## src/hdl/usbep_defines.svh

```systemverilog
`ifndef USBEP_DEFINES_SVH
`define USBEP_DEFINES_SVH

// register offsets
`define USBEP_IN_CTRL_TWO_OFS 16'hC012
`define USBEP_OUT_MAXP_OFS 16'hC013
`define USBEP_OUT_CTRL_ONE_OFS 16'hC014

// in_endpoint_control_two fields
`define USBEP_IN2_AUTO_BIT 7
`define USBEP_IN2_ISO_BIT 6
`define USBEP_IN2_DIR_BIT 5
`define USBEP_IN2_DMA_BIT 4
`define USBEP_IN2_FRC_BIT 3
`define USBEP_IN2_WMASK 8'hF8

// out_endpoint_control_one fields
`define USBEP_OUT1_TOGZ_BIT 7
`define USBEP_OUT1_SISS_BIT 6
`define USBEP_OUT1_SREQ_BIT 5
`define USBEP_OUT1_DISC_BIT 4
`define USBEP_OUT1_ERR_BIT 3
`define USBEP_OUT1_UNDR_BIT 2
`define USBEP_OUT1_FULL_BIT 1
`define USBEP_OUT1_RDY_BIT 0
`define USBEP_OUT1_KEEP_MASK 8'h20

// command values written by the cpu end
`define USBEP_OUT1_DISC_CMD 8'h10
`define USBEP_OUT1_RDY_CLR 8'h01

// reset values
`define USBEP_IN2_RST 8'h00
`define USBEP_MAXP_RST 8'h00
`define USBEP_OUT1_RST 8'h00

// max packet size decoding
`define USBEP_MAXP_SPECIAL 8'h02
`define USBEP_MAXP_SPECIAL_BYTES 11'h010
`define USBEP_MAXP_UNIT_SHIFT 3

`endif

```

## src/hdl/usbep_pkg.sv

```systemverilog
`default_nettype none

package usbep_pkg;

    // operations of the cpu end command port
    typedef enum logic [2:0] {
        USBEP_OP_WRITE,
        USBEP_OP_READ,
        USBEP_OP_TX_READY,
        USBEP_OP_FLUSH_ALL,
        USBEP_OP_RX_RELEASE
    } usbep_op_t;

    // cpu end sequencer states
    typedef enum logic [2:0] {
        USBEP_ST_IDLE,
        USBEP_ST_READ,
        USBEP_ST_HOLD,
        USBEP_ST_WRITE,
        USBEP_ST_WRITE2,
        USBEP_ST_DONE
    } usbep_state_t;

endpackage : usbep_pkg

`default_nettype wire

```

## src/hdl/usbep_reg_if.sv

```systemverilog
`timescale 1ns/1ps
`default_nettype none

// register path between the cpu end and the endpoint logic
interface usbep_reg_if #(
    parameter int EP_W = 2
);
    logic [15:0] addr;
    logic wr;
    logic rd;
    logic [7:0] wdata;
    logic [7:0] rdata;
    logic [EP_W-1:0] ep_sel;
    logic tx_ready_set;

    modport dev (
        input addr,
        input wr,
        input rd,
        input wdata,
        input ep_sel,
        input tx_ready_set,
        output rdata
    );

    modport cpu (
        output addr,
        output wr,
        output rd,
        output wdata,
        output ep_sel,
        output tx_ready_set,
        input rdata
    );
endinterface : usbep_reg_if

`default_nettype wire

```

## src/hdl/usbep_dev.sv

```systemverilog
// Function
// - auto-set raises tx ready on full packet
// - software raises tx ready for short packets
// - in bit 6 selects isochronous handling
// - in bit 5 sets endpoint direction
// - direction only counts on shared-buffer endpoints
// - in bit 4 enables dma request
// - forced toggle flips after every sent packet
// - in bits 2:0 read zero
// - out max size in eights, two means sixteen
// - per nonzero endpoint copies, selected by index
// - out bit 7 zeroes data toggle
// - stall issued flag set, software clears
// - stall request answers out traffic with stall
// - stall request ignored in isochronous mode
// - out bit 4 discards next packet, self-clears
// - software flushes twice for two packets
// - crc/stuff fault set with rx ready on isochronous endpoints only
// - iso overrun flag set, software clears
// - full flag follows buffer no-room state
// - rx ready set with interrupt
// - software clears rx ready after reading
// - software sets tx ready, device clears after send
`include "usbep_defines.svh"
`timescale 1ns/1ps
`default_nettype none

module usbep_dev #(
    parameter int NUM_EP = 4,
    parameter int EP_W = 2,
    parameter logic [NUM_EP-1:0] SHARED_MASK = '0
) (
    // clock and reset
    input wire logic core_clk_in,
    input wire logic resetn_in,
    // register path
    usbep_reg_if.dev bus,
    // usb engine events
    input wire logic [EP_W-1:0] ev_ep_in,
    input wire logic in_load_done_in,
    input wire logic [10:0] in_fill_bytes_in,
    input wire logic [10:0] in_max_bytes_in,
    input wire logic in_sent_in,
    input wire logic in_acked_in,
    input wire logic rx_done_in,
    input wire logic rx_crc_err_in,
    input wire logic rx_nostore_in,
    input wire logic stall_sent_in,
    input wire logic [NUM_EP-1:0] rx_full_in,
    input wire logic [NUM_EP-1:0] out_iso_in,
    // endpoint controls to the usb engine
    output logic [NUM_EP-1:0] in_iso_out,
    output logic [NUM_EP-1:0] in_dir_is_in_out,
    output logic [NUM_EP-1:0] dma_req_out,
    output logic [NUM_EP-1:0] in_toggle_out,
    output logic [NUM_EP-1:0] out_toggle_out,
    output logic [NUM_EP-1:0] tx_ready_out,
    output logic [NUM_EP-1:0] out_stall_out,
    output logic [NUM_EP-1:0] discard_out,
    output logic [NUM_EP*11-1:0] out_max_bytes_out,
    output logic rx_irq_out
);
    import usbep_pkg::*;

    // address decode
    wire hit_in2 = (bus.addr == `USBEP_IN_CTRL_TWO_OFS);
    wire hit_maxp = (bus.addr == `USBEP_OUT_MAXP_OFS);
    wire hit_out1 = (bus.addr == `USBEP_OUT_CTRL_ONE_OFS);

    wire [7:0] rd_in2 [NUM_EP];
    wire [7:0] rd_maxp [NUM_EP];
    wire [7:0] rd_out1 [NUM_EP];

    logic [7:0] rdata_q;
    logic rx_irq_q;

    genvar i;
    generate
        for (i = 0; i < NUM_EP; i++)
        begin : g_ep
            wire sel = (bus.ep_sel == EP_W'(i)) && (i != 0);
            wire ev = (ev_ep_in == EP_W'(i)) && (i != 0);
            wire we_in2 = bus.wr && hit_in2 && sel;
            wire we_maxp = bus.wr && hit_maxp && sel;
            wire we_out1 = bus.wr && hit_out1 && sel;

            logic [7:0] ctrl_q;
            logic [7:0] maxp_q;
            logic stall_req_q;
            logic stall_iss_q;
            logic rx_rdy_q;
            logic err_q;
            logic undr_q;
            logic tx_rdy_q;
            logic in_tog_q;
            logic out_tog_q;
            logic disc_q;

            // automatic tx ready on a full-sized load
            wire auto_set = ev && in_load_done_in && ctrl_q[`USBEP_IN2_AUTO_BIT] &&
                            (in_fill_bytes_in == in_max_bytes_in);
            // software set and clear after transmit
            wire tx_set = (bus.tx_ready_set && sel) || auto_set;
            wire tx_clr = ev && in_sent_in;
            wire rx_set = ev && rx_done_in;
            // only a one clears the flags
            wire rx_clr = we_out1 && bus.wdata[`USBEP_OUT1_RDY_BIT];
            wire siss_clr = we_out1 && bus.wdata[`USBEP_OUT1_SISS_BIT];
            wire undr_clr = we_out1 && bus.wdata[`USBEP_OUT1_UNDR_BIT];
            wire undr_set = ev && rx_nostore_in && out_iso_in[i];
            wire in_flip = tx_clr && (in_acked_in || ctrl_q[`USBEP_IN2_FRC_BIT]);

            // control registers
            always_ff @(posedge core_clk_in)
            begin
                if (!resetn_in)
                begin
                    ctrl_q <= `USBEP_IN2_RST;
                    maxp_q <= `USBEP_MAXP_RST;
                    stall_req_q <= 1'b0;
                end
                else
                begin
                    if (we_in2)
                        ctrl_q <= bus.wdata & `USBEP_IN2_WMASK;
                    if (we_maxp)
                        maxp_q <= bus.wdata;
                    if (we_out1)
                        stall_req_q <= bus.wdata[`USBEP_OUT1_SREQ_BIT];
                end
            end

            // status flags, a set beats a clear in the same cycle
            always_ff @(posedge core_clk_in)
            begin
                if (!resetn_in)
                begin
                    stall_iss_q <= 1'b0;
                    rx_rdy_q <= 1'b0;
                    undr_q <= 1'b0;
                    tx_rdy_q <= 1'b0;
                end
                else
                begin
                    stall_iss_q <= (ev && stall_sent_in) || (stall_iss_q && !siss_clr);
                    rx_rdy_q <= rx_set || (rx_rdy_q && !rx_clr);
                    undr_q <= undr_set || (undr_q && !undr_clr);
                    tx_rdy_q <= tx_set || (tx_rdy_q && !tx_clr);
                end
            end

            // fault latched with rx ready, dropped with it
            always_ff @(posedge core_clk_in)
            begin
                if (!resetn_in)
                    err_q <= 1'b0;
                else if (rx_set)
                    err_q <= rx_crc_err_in && out_iso_in[i];
                else if (rx_clr)
                    err_q <= 1'b0;
            end

            // data toggles and discard pulse
            always_ff @(posedge core_clk_in)
            begin
                if (!resetn_in)
                begin
                    in_tog_q <= 1'b0;
                    out_tog_q <= 1'b0;
                    disc_q <= 1'b0;
                end
                else
                begin
                    if (in_flip)
                        in_tog_q <= !in_tog_q;
                    // zero command wins over a flip
                    if (we_out1 && bus.wdata[`USBEP_OUT1_TOGZ_BIT])
                        out_tog_q <= 1'b0;
                    else if (rx_set && !rx_crc_err_in)
                        out_tog_q <= !out_tog_q;
                    disc_q <= we_out1 && bus.wdata[`USBEP_OUT1_DISC_BIT];
                end
            end

            assign in_iso_out[i] = ctrl_q[`USBEP_IN2_ISO_BIT];
            // fixed to in unless buffer is shared
            assign in_dir_is_in_out[i] = SHARED_MASK[i] ? ctrl_q[`USBEP_IN2_DIR_BIT] : 1'b1;
            // dma request while buffer awaits data
            assign dma_req_out[i] = ctrl_q[`USBEP_IN2_DMA_BIT] && !tx_rdy_q && in_dir_is_in_out[i];
            assign in_toggle_out[i] = in_tog_q;
            assign out_toggle_out[i] = out_tog_q;
            assign tx_ready_out[i] = tx_rdy_q;
            assign out_stall_out[i] = stall_req_q && !out_iso_in[i];
            assign discard_out[i] = disc_q;
            // units of eight bytes, two is sixteen
            assign out_max_bytes_out[i*11 +: 11] = (maxp_q == `USBEP_MAXP_SPECIAL) ?
                `USBEP_MAXP_SPECIAL_BYTES : {maxp_q, 3'b000};

            // readback images
            assign rd_in2[i] = {ctrl_q[7:3], 3'b000};
            assign rd_maxp[i] = maxp_q;
            // full follows the buffer state, endpoint 0 reads zero
            assign rd_out1[i] = {1'b0, stall_iss_q, stall_req_q, 1'b0, err_q, undr_q,
                                 (i != 0) && rx_full_in[i], rx_rdy_q};
        end
    endgenerate

    // read mux, unmapped addresses read zero
    wire [7:0] rd_mux = hit_in2 ? rd_in2[bus.ep_sel] :
                        hit_maxp ? rd_maxp[bus.ep_sel] :
                        hit_out1 ? rd_out1[bus.ep_sel] : 8'h00;

    // read data and interrupt pulse
    always_ff @(posedge core_clk_in)
    begin
        if (!resetn_in)
        begin
            rdata_q <= 8'h00;
            rx_irq_q <= 1'b0;
        end
        else
        begin
            if (bus.rd)
                rdata_q <= rd_mux;
            rx_irq_q <= rx_done_in && (ev_ep_in != '0);
        end
    end

    assign bus.rdata = rdata_q;
    assign rx_irq_out = rx_irq_q;

endmodule : usbep_dev

`default_nettype wire

```

## src/flat_wrapper.sv

```systemverilog
// flat-port wrapper written by rule: the top's interface ports become plain ports
module usbep_dev_flat import usbep_pkg::*;
#(
    parameter int NUM_EP = 4,
    parameter int EP_W = 2,
    parameter logic [NUM_EP-1:0] SHARED_MASK = '0
)
  (core_clk_in, resetn_in, ev_ep_in, in_load_done_in, in_fill_bytes_in, in_max_bytes_in, in_sent_in, in_acked_in, rx_done_in, rx_crc_err_in, rx_nostore_in, stall_sent_in, rx_full_in, out_iso_in, in_iso_out, in_dir_is_in_out, dma_req_out, in_toggle_out, out_toggle_out, tx_ready_out, out_stall_out, discard_out, out_max_bytes_out, rx_irq_out, bus_addr, bus_wr, bus_rd, bus_wdata, bus_ep_sel, bus_tx_ready_set, bus_rdata);
  usbep_reg_if #(.EP_W(EP_W)) bus_i ();
  input wire logic core_clk_in;
  input wire logic resetn_in;
  input wire logic [EP_W-1:0] ev_ep_in;
  input wire logic in_load_done_in;
  input wire logic [10:0] in_fill_bytes_in;
  input wire logic [10:0] in_max_bytes_in;
  input wire logic in_sent_in;
  input wire logic in_acked_in;
  input wire logic rx_done_in;
  input wire logic rx_crc_err_in;
  input wire logic rx_nostore_in;
  input wire logic stall_sent_in;
  input wire logic [NUM_EP-1:0] rx_full_in;
  input wire logic [NUM_EP-1:0] out_iso_in;
  output logic [NUM_EP-1:0] in_iso_out;
  output logic [NUM_EP-1:0] in_dir_is_in_out;
  output logic [NUM_EP-1:0] dma_req_out;
  output logic [NUM_EP-1:0] in_toggle_out;
  output logic [NUM_EP-1:0] out_toggle_out;
  output logic [NUM_EP-1:0] tx_ready_out;
  output logic [NUM_EP-1:0] out_stall_out;
  output logic [NUM_EP-1:0] discard_out;
  output logic [NUM_EP*11-1:0] out_max_bytes_out;
  output logic rx_irq_out;
  input wire logic [$bits(bus_i.addr)-1:0] bus_addr;
  input wire logic [$bits(bus_i.wr)-1:0] bus_wr;
  input wire logic [$bits(bus_i.rd)-1:0] bus_rd;
  input wire logic [$bits(bus_i.wdata)-1:0] bus_wdata;
  input wire logic [$bits(bus_i.ep_sel)-1:0] bus_ep_sel;
  input wire logic [$bits(bus_i.tx_ready_set)-1:0] bus_tx_ready_set;
  output wire logic [$bits(bus_i.rdata)-1:0] bus_rdata;
  assign bus_i.addr = bus_addr;
  assign bus_i.wr = bus_wr;
  assign bus_i.rd = bus_rd;
  assign bus_i.wdata = bus_wdata;
  assign bus_i.ep_sel = bus_ep_sel;
  assign bus_i.tx_ready_set = bus_tx_ready_set;
  assign bus_rdata = bus_i.rdata;
  usbep_dev #(.NUM_EP(NUM_EP), .EP_W(EP_W), .SHARED_MASK(SHARED_MASK)) u_core (.core_clk_in(core_clk_in), .resetn_in(resetn_in), .bus(bus_i), .ev_ep_in(ev_ep_in), .in_load_done_in(in_load_done_in), .in_fill_bytes_in(in_fill_bytes_in), .in_max_bytes_in(in_max_bytes_in), .in_sent_in(in_sent_in), .in_acked_in(in_acked_in), .rx_done_in(rx_done_in), .rx_crc_err_in(rx_crc_err_in), .rx_nostore_in(rx_nostore_in), .stall_sent_in(stall_sent_in), .rx_full_in(rx_full_in), .out_iso_in(out_iso_in), .in_iso_out(in_iso_out), .in_dir_is_in_out(in_dir_is_in_out), .dma_req_out(dma_req_out), .in_toggle_out(in_toggle_out), .out_toggle_out(out_toggle_out), .tx_ready_out(tx_ready_out), .out_stall_out(out_stall_out), .discard_out(discard_out), .out_max_bytes_out(out_max_bytes_out), .rx_irq_out(rx_irq_out));
endmodule
```

## config.mk

```make
export PLATFORM = sky130hd
export DESIGN_NAME = usbep_dev_flat
export DESIGN_NICKNAME = d
export VERILOG_FILES = /design/src/hdl/usbep_pkg.sv /design/src/hdl/usbep_reg_if.sv /design/src/hdl/usbep_dev.sv /design/src/flat_wrapper.sv
export VERILOG_INCLUDE_DIRS = /design/src /design/src/hdl
export SDC_FILE = /design/constraint.sdc
export NUM_CORES = 1
export LEC_CHECK = 0
export ABC_AREA = 1
export BUFFER_PORTS_ARGS = -buffer_cell sky130_fd_sc_hd__buf_2
export CORE_ASPECT_RATIO = 2
export CORE_MARGIN = 8
export CORE_UTILIZATION = 35
export CTS_CLUSTER_SIZE = 20
export DETAILED_ROUTE_END_ITERATION = 12
export PLACE_DENSITY_LB_ADDON = 0.1
export SETUP_SLACK_MARGIN = 0.15
export SYNTH_ARGS = -nofsm -noshare
export SYNTH_HDL_FRONTEND = slang
export SYNTH_SLANG_ARGS = --single-unit
```

## constraint.sdc

```tcl
create_clock -name core_clk_in -period 1.2 [get_ports core_clk_in]
set_input_delay 0.12 -clock core_clk_in [delete_from_list [all_inputs] [get_ports core_clk_in]]
set_output_delay 0.12 -clock core_clk_in [all_outputs]
set_load 0.01 [all_outputs]
```

# Word-level counts from Yosys, hierarchy flattened
# Cells that the tools add are included.
# totals
reg_bits,75
latchBits,0
ramBits,0
romBits,0
inputBits,70
out_inout_bits,85
wordCells,204
mem_count,0
# classes
n_addsub,0
mul,0
div,0
n_lt_le_gt_ge,1
n_eq_ne,13
shift,0
mux,21
bitwise,2
reduce_logical,132
# ops
op,n
1-bit logical AND,82
8-bit 2-to-1 mux,9
8-bit binary-select mux with 2-bit select,3
16-bit == test (second input constant),3
11-bit 2-to-1 mux,3
1-bit zero test,25
8-bit by 2-bit == test with 1-bit output (second input constant),3
1-bit logical OR,18
11-bit == test,1
2-bit == test (second input constant),4
2-bit nonzero test,4
1-bit 2-to-1 mux,6
2-bit OR reduction,3
2-bit by 1-bit == test with 1-bit output (second input constant),2
3-bit >= comparator (second input constant),1
2-bit inverter with 3-bit output,1
1-bit inverter,1

# Depth between registers and ports, before layout
# logic_depth
depth_word,7
ltp_mapped,10

# Least setup slack after synthesis
# OpenSTA, ideal clock, no wires.
# synth_path
kind,in2reg
start,input bus_addr[7]
end,register u_core.g_ep[1].maxp_q[4]
setup_ns,0.116
arrival_ns,1.027
required_ns,1.084
setup_slack_ns,0.057
path_stages,8
path_buffers,0
cell_sequence,nor2_2 nand2_4 nor2_4 nand2_4 nor2_8 nand2_4 o21ai_0 nor2_1
# synth_via
elab_chain_len,3
# synth_lines
item,line_no,source
start: declaration,flat_wrapper.sv:34,input wire logic [$bits(bus_i.addr)-1:0] bus_addr;
16-bit == test (no source line),--,
1-bit logical AND,--,
1-bit logical AND,usbep_dev.sv:84,wire we_maxp = bus.wr && hit_maxp && sel;
end signal: assignment,usbep_dev.sv:119,maxp_q <= `USBEP_MAXP_RST;
end signal: assignment,usbep_dev.sv:127,maxp_q <= bus.wdata;
end: declaration,usbep_dev.sv:88,logic [7:0] maxp_q;
# No other way between the ends.
# A chain may end at the register's enable or synchronous reset.

# Worst setup path in the final report
# layout_path
start,input bus_addr[5]
end,register u_core.g_ep[1].ctrl_q[6]
# layout_via
elab_chain_len,3
# layout_lines
item,line_no,source
16-bit == test (no source line),--,
1-bit logical AND,--,
1-bit logical AND,usbep_dev.sv:83,wire we_in2 = bus.wr && hit_in2 && sel;
end signal: assignment,usbep_dev.sv:118,ctrl_q <= `USBEP_IN2_RST;
end signal: assignment,usbep_dev.sv:125,ctrl_q <= bus.wdata & `USBEP_IN2_WMASK;
end: declaration,usbep_dev.sv:87,logic [7:0] ctrl_q;
# No other way between the ends.

==> metrics <==
ys flop type=dfxtp_1; max_cap viols=0; core area=0.0128 mm²; drt wl/cell=16.2 µm; Ys Warns=0; Min Clock Period, post-route=1.05 ns; routability cong.=roughly 0.8; CP Capture Type=register; via-per-instance ratio=4.82; CP Data Arrival Time=1.32 ns; reg2reg setup slack=between 0.1 and 0.15 ns; drt first pass iters=4; clk slew on worst S/H paths=0.06 ns; largest fanout on the critical path=15; clock skew=around 0.007 ns; number of fill cells in the layout=1,376; clk root buf=clkbuf_16; Detailed Place HPWL=11,800 µm; hold wc startpoint=bus_wdata[1]; leakage=2.90 nW; Die X=between 90 and 100 µm; hold buffer count at cts=0; Mapped Cells=685; post-synthesis sequential area ratio=about a third; DR DRC count=0; initial core utilization=35.3%; worst hold path stage count=3; drt total wl=15,700 µm; total CTS buffers=9; Final Hold Fails=0; global-route wire length before repair=23,000 µm; Multi-input gate area=0.00263 mm²; Syn Area/Cell=6.62 µm²; fin. max-slew vios=0; Post-Place Worst Slack=-0.244 ns; vias in the first global route=about 4.4k; total global routing overflow=0; Largest register FFs=24; post-layout worst setup margin=0.149 ns; Setup crit start kind=primary input; Synth-to-Final Area Change=34.6%; Crit Path Category=in -> reg; hold endpoint=u_core.g_ep[1].maxp_q[1]; synth top area cells=dfxtp_1 33%, nand2_1 11%, nand3_1 9.5%; Final Cycle Share=87.6%; RSZ-0062 raised after global routing=yes; share of cells above drive strength 1=between 30% and 40%; source of the worst register-to-register timing path=u_core.g_ep[2].ctrl_q[4]; placed cells=933; input/output buffers=between 100 and 150; Cell Pwr Density=1000 mW/mm²; # setup viols final=0; Reg with most FFs=u_core.g_ep.maxp_q; H-Tree Depth=3; via count=between 4k and 5k; run status=complete, no violations; Num Clock Sinks=75; total chip power=0.00614 W; worst r2r path cells=6; antenna-violating nets left=0; Post-Syn Area=0.00454 mm²; worst skew pair latency=0.34 ns; worst vdd ir=0.000783 V; worst hold path class=in -> reg; Synth async-reset ratio=0%; Register Area=0.00153 mm²; EDFF count, synth=0; 1st-iter DRT viols=310; site row count=59; layout net count=882; CTS tree=yes; fin cells=969; die area=0.0171 mm²; Req. time, crit path=about 1.5 ns; Yosys top cell area share=between 30% and 40%; GR Util All Layers=17.7%; # diodes=0; initial antenna violation count=0; die height=177 µm; I/O pins=155; flops & latches, synth=75; reg2reg end=u_core.bus.rdata[4]; pin count of the biggest net entering global routing=44; synth unique cells=32; Max Root-Sink Buffers=2; Max Fclk=951 MHz; cell taking the most area after synthesis=dfxtp_1
-- cell families after synthesis --
family                    share of synthesized area (%)
buffers and inverters                              18.1
AOI/OAI and AO/OA                                  10.2
DFF                                                33.1
other                                             0.165
and+or+nand+nor                                    35.7
xor gates and xnor gates                           2.70
-- area by class of cell --
class,count,share of cell area (%)
multi-input cells,484,43.1
flip-flops and latches,75,25.1
clock buffers,11,3.97
repair buffers,179,19.3
clock inverters,5,0.860
inverters,63,4.55
well taps,152,3.11
-- placed cells by master (no fill, tap or decap), types with 9 or more instances in the layout --
cell,n
inv_2,11
buf_2,113
nand2_2,12
buf_4,51
dfxtp_2,20
nor2_4,15
a21oi_1,39
conb_1,31
nor2_2,13
nor2_1,71
nand4_1,11
nand3_1,78
dfxtp_1,53
o21ai_2,17
inv_1,46
clkbuf_16,9
nand2_1,125
-- stage by stage --
stage | cell area [µm²] | TNS (ns) | util (%) | hold WS (ns)
floorplan | 4710 | 0 | - | 0.255
finish | 6110 | 0 | 47.6 | 0.0653
CTS | 5610 | 0 | 43.7 | 0.0527
global route | 6110 | 0 | 47.6 | 0.0677
global placement | 5290 | -8.66 | 41.2 | 0.398
detailed placement | 5290 | -9.23 | 41.2 | 0.406
-- cells in the mapped netlist (8+ instances only) --
cell type / number
nand4_1: 11
a21oi_1: 42
nor2_1: 88
o21ai_1: 16
buf_2: 10
inv_1: 53
dfxtp_1: 75
o21ai_0: 16
nand2_1: 133
xor2_1: 8
clkbuf_1: 34
buf_4: 49
nand3_1: 86
-- critical path: stages --
cell     delay, ns
buf_2         0.12
nor2_4        0.12
nand2_4       0.07
buf_12        0.14
nor2_8        0.09
nand2_4       0.07
nor2_8        0.21
buf_4         0.17
nand3_1       0.08
a21oi_1       0.13
-- per-layer routing --
layer  global-route usage [%]  wire (µm)
met2                     31.6       8360
met4                     5.21        231
met3                     3.23        820
met1                     20.3       6270
met5                        0          0
-- worst max path at each step --
stage	start	end	slack, ns	depth (start not counted)
after floorplan	bus_addr[3]	u_core.g_ep[1].maxp_q[4]	0.09	8
after global placement	bus_addr[5]	u_core.g_ep[1].disc_q	-0.24	8
after detailed placement	bus_addr[7]	u_core.g_ep[3].disc_q	-0.24	8
after CTS	bus_addr[9]	u_core.g_ep[2].stall_req_q	0.12	9
after global routing	bus_addr[12]	u_core.g_ep[3].maxp_q[6]	0.09	11
final	bus_addr[5]	u_core.g_ep[1].ctrl_q[6]	0.15	10
-- timing repair --
item	CTS	global route
pin swaps	3	44
endpoints found under the hold margin	0	0
gates cloned	0	3
setup buffers	1	16
gates resized for setup	11	96
setup endpoints to repair	11	63
-- report_power, final --
part	total [W]	internal, W	switching (W)
combinational	0.000842	0.000317	0.000525
sequential	0.00254	0.00252	0.0000235
clock	0.00275	0.00166	0.00110
Power figures use the tool's default switching activity.
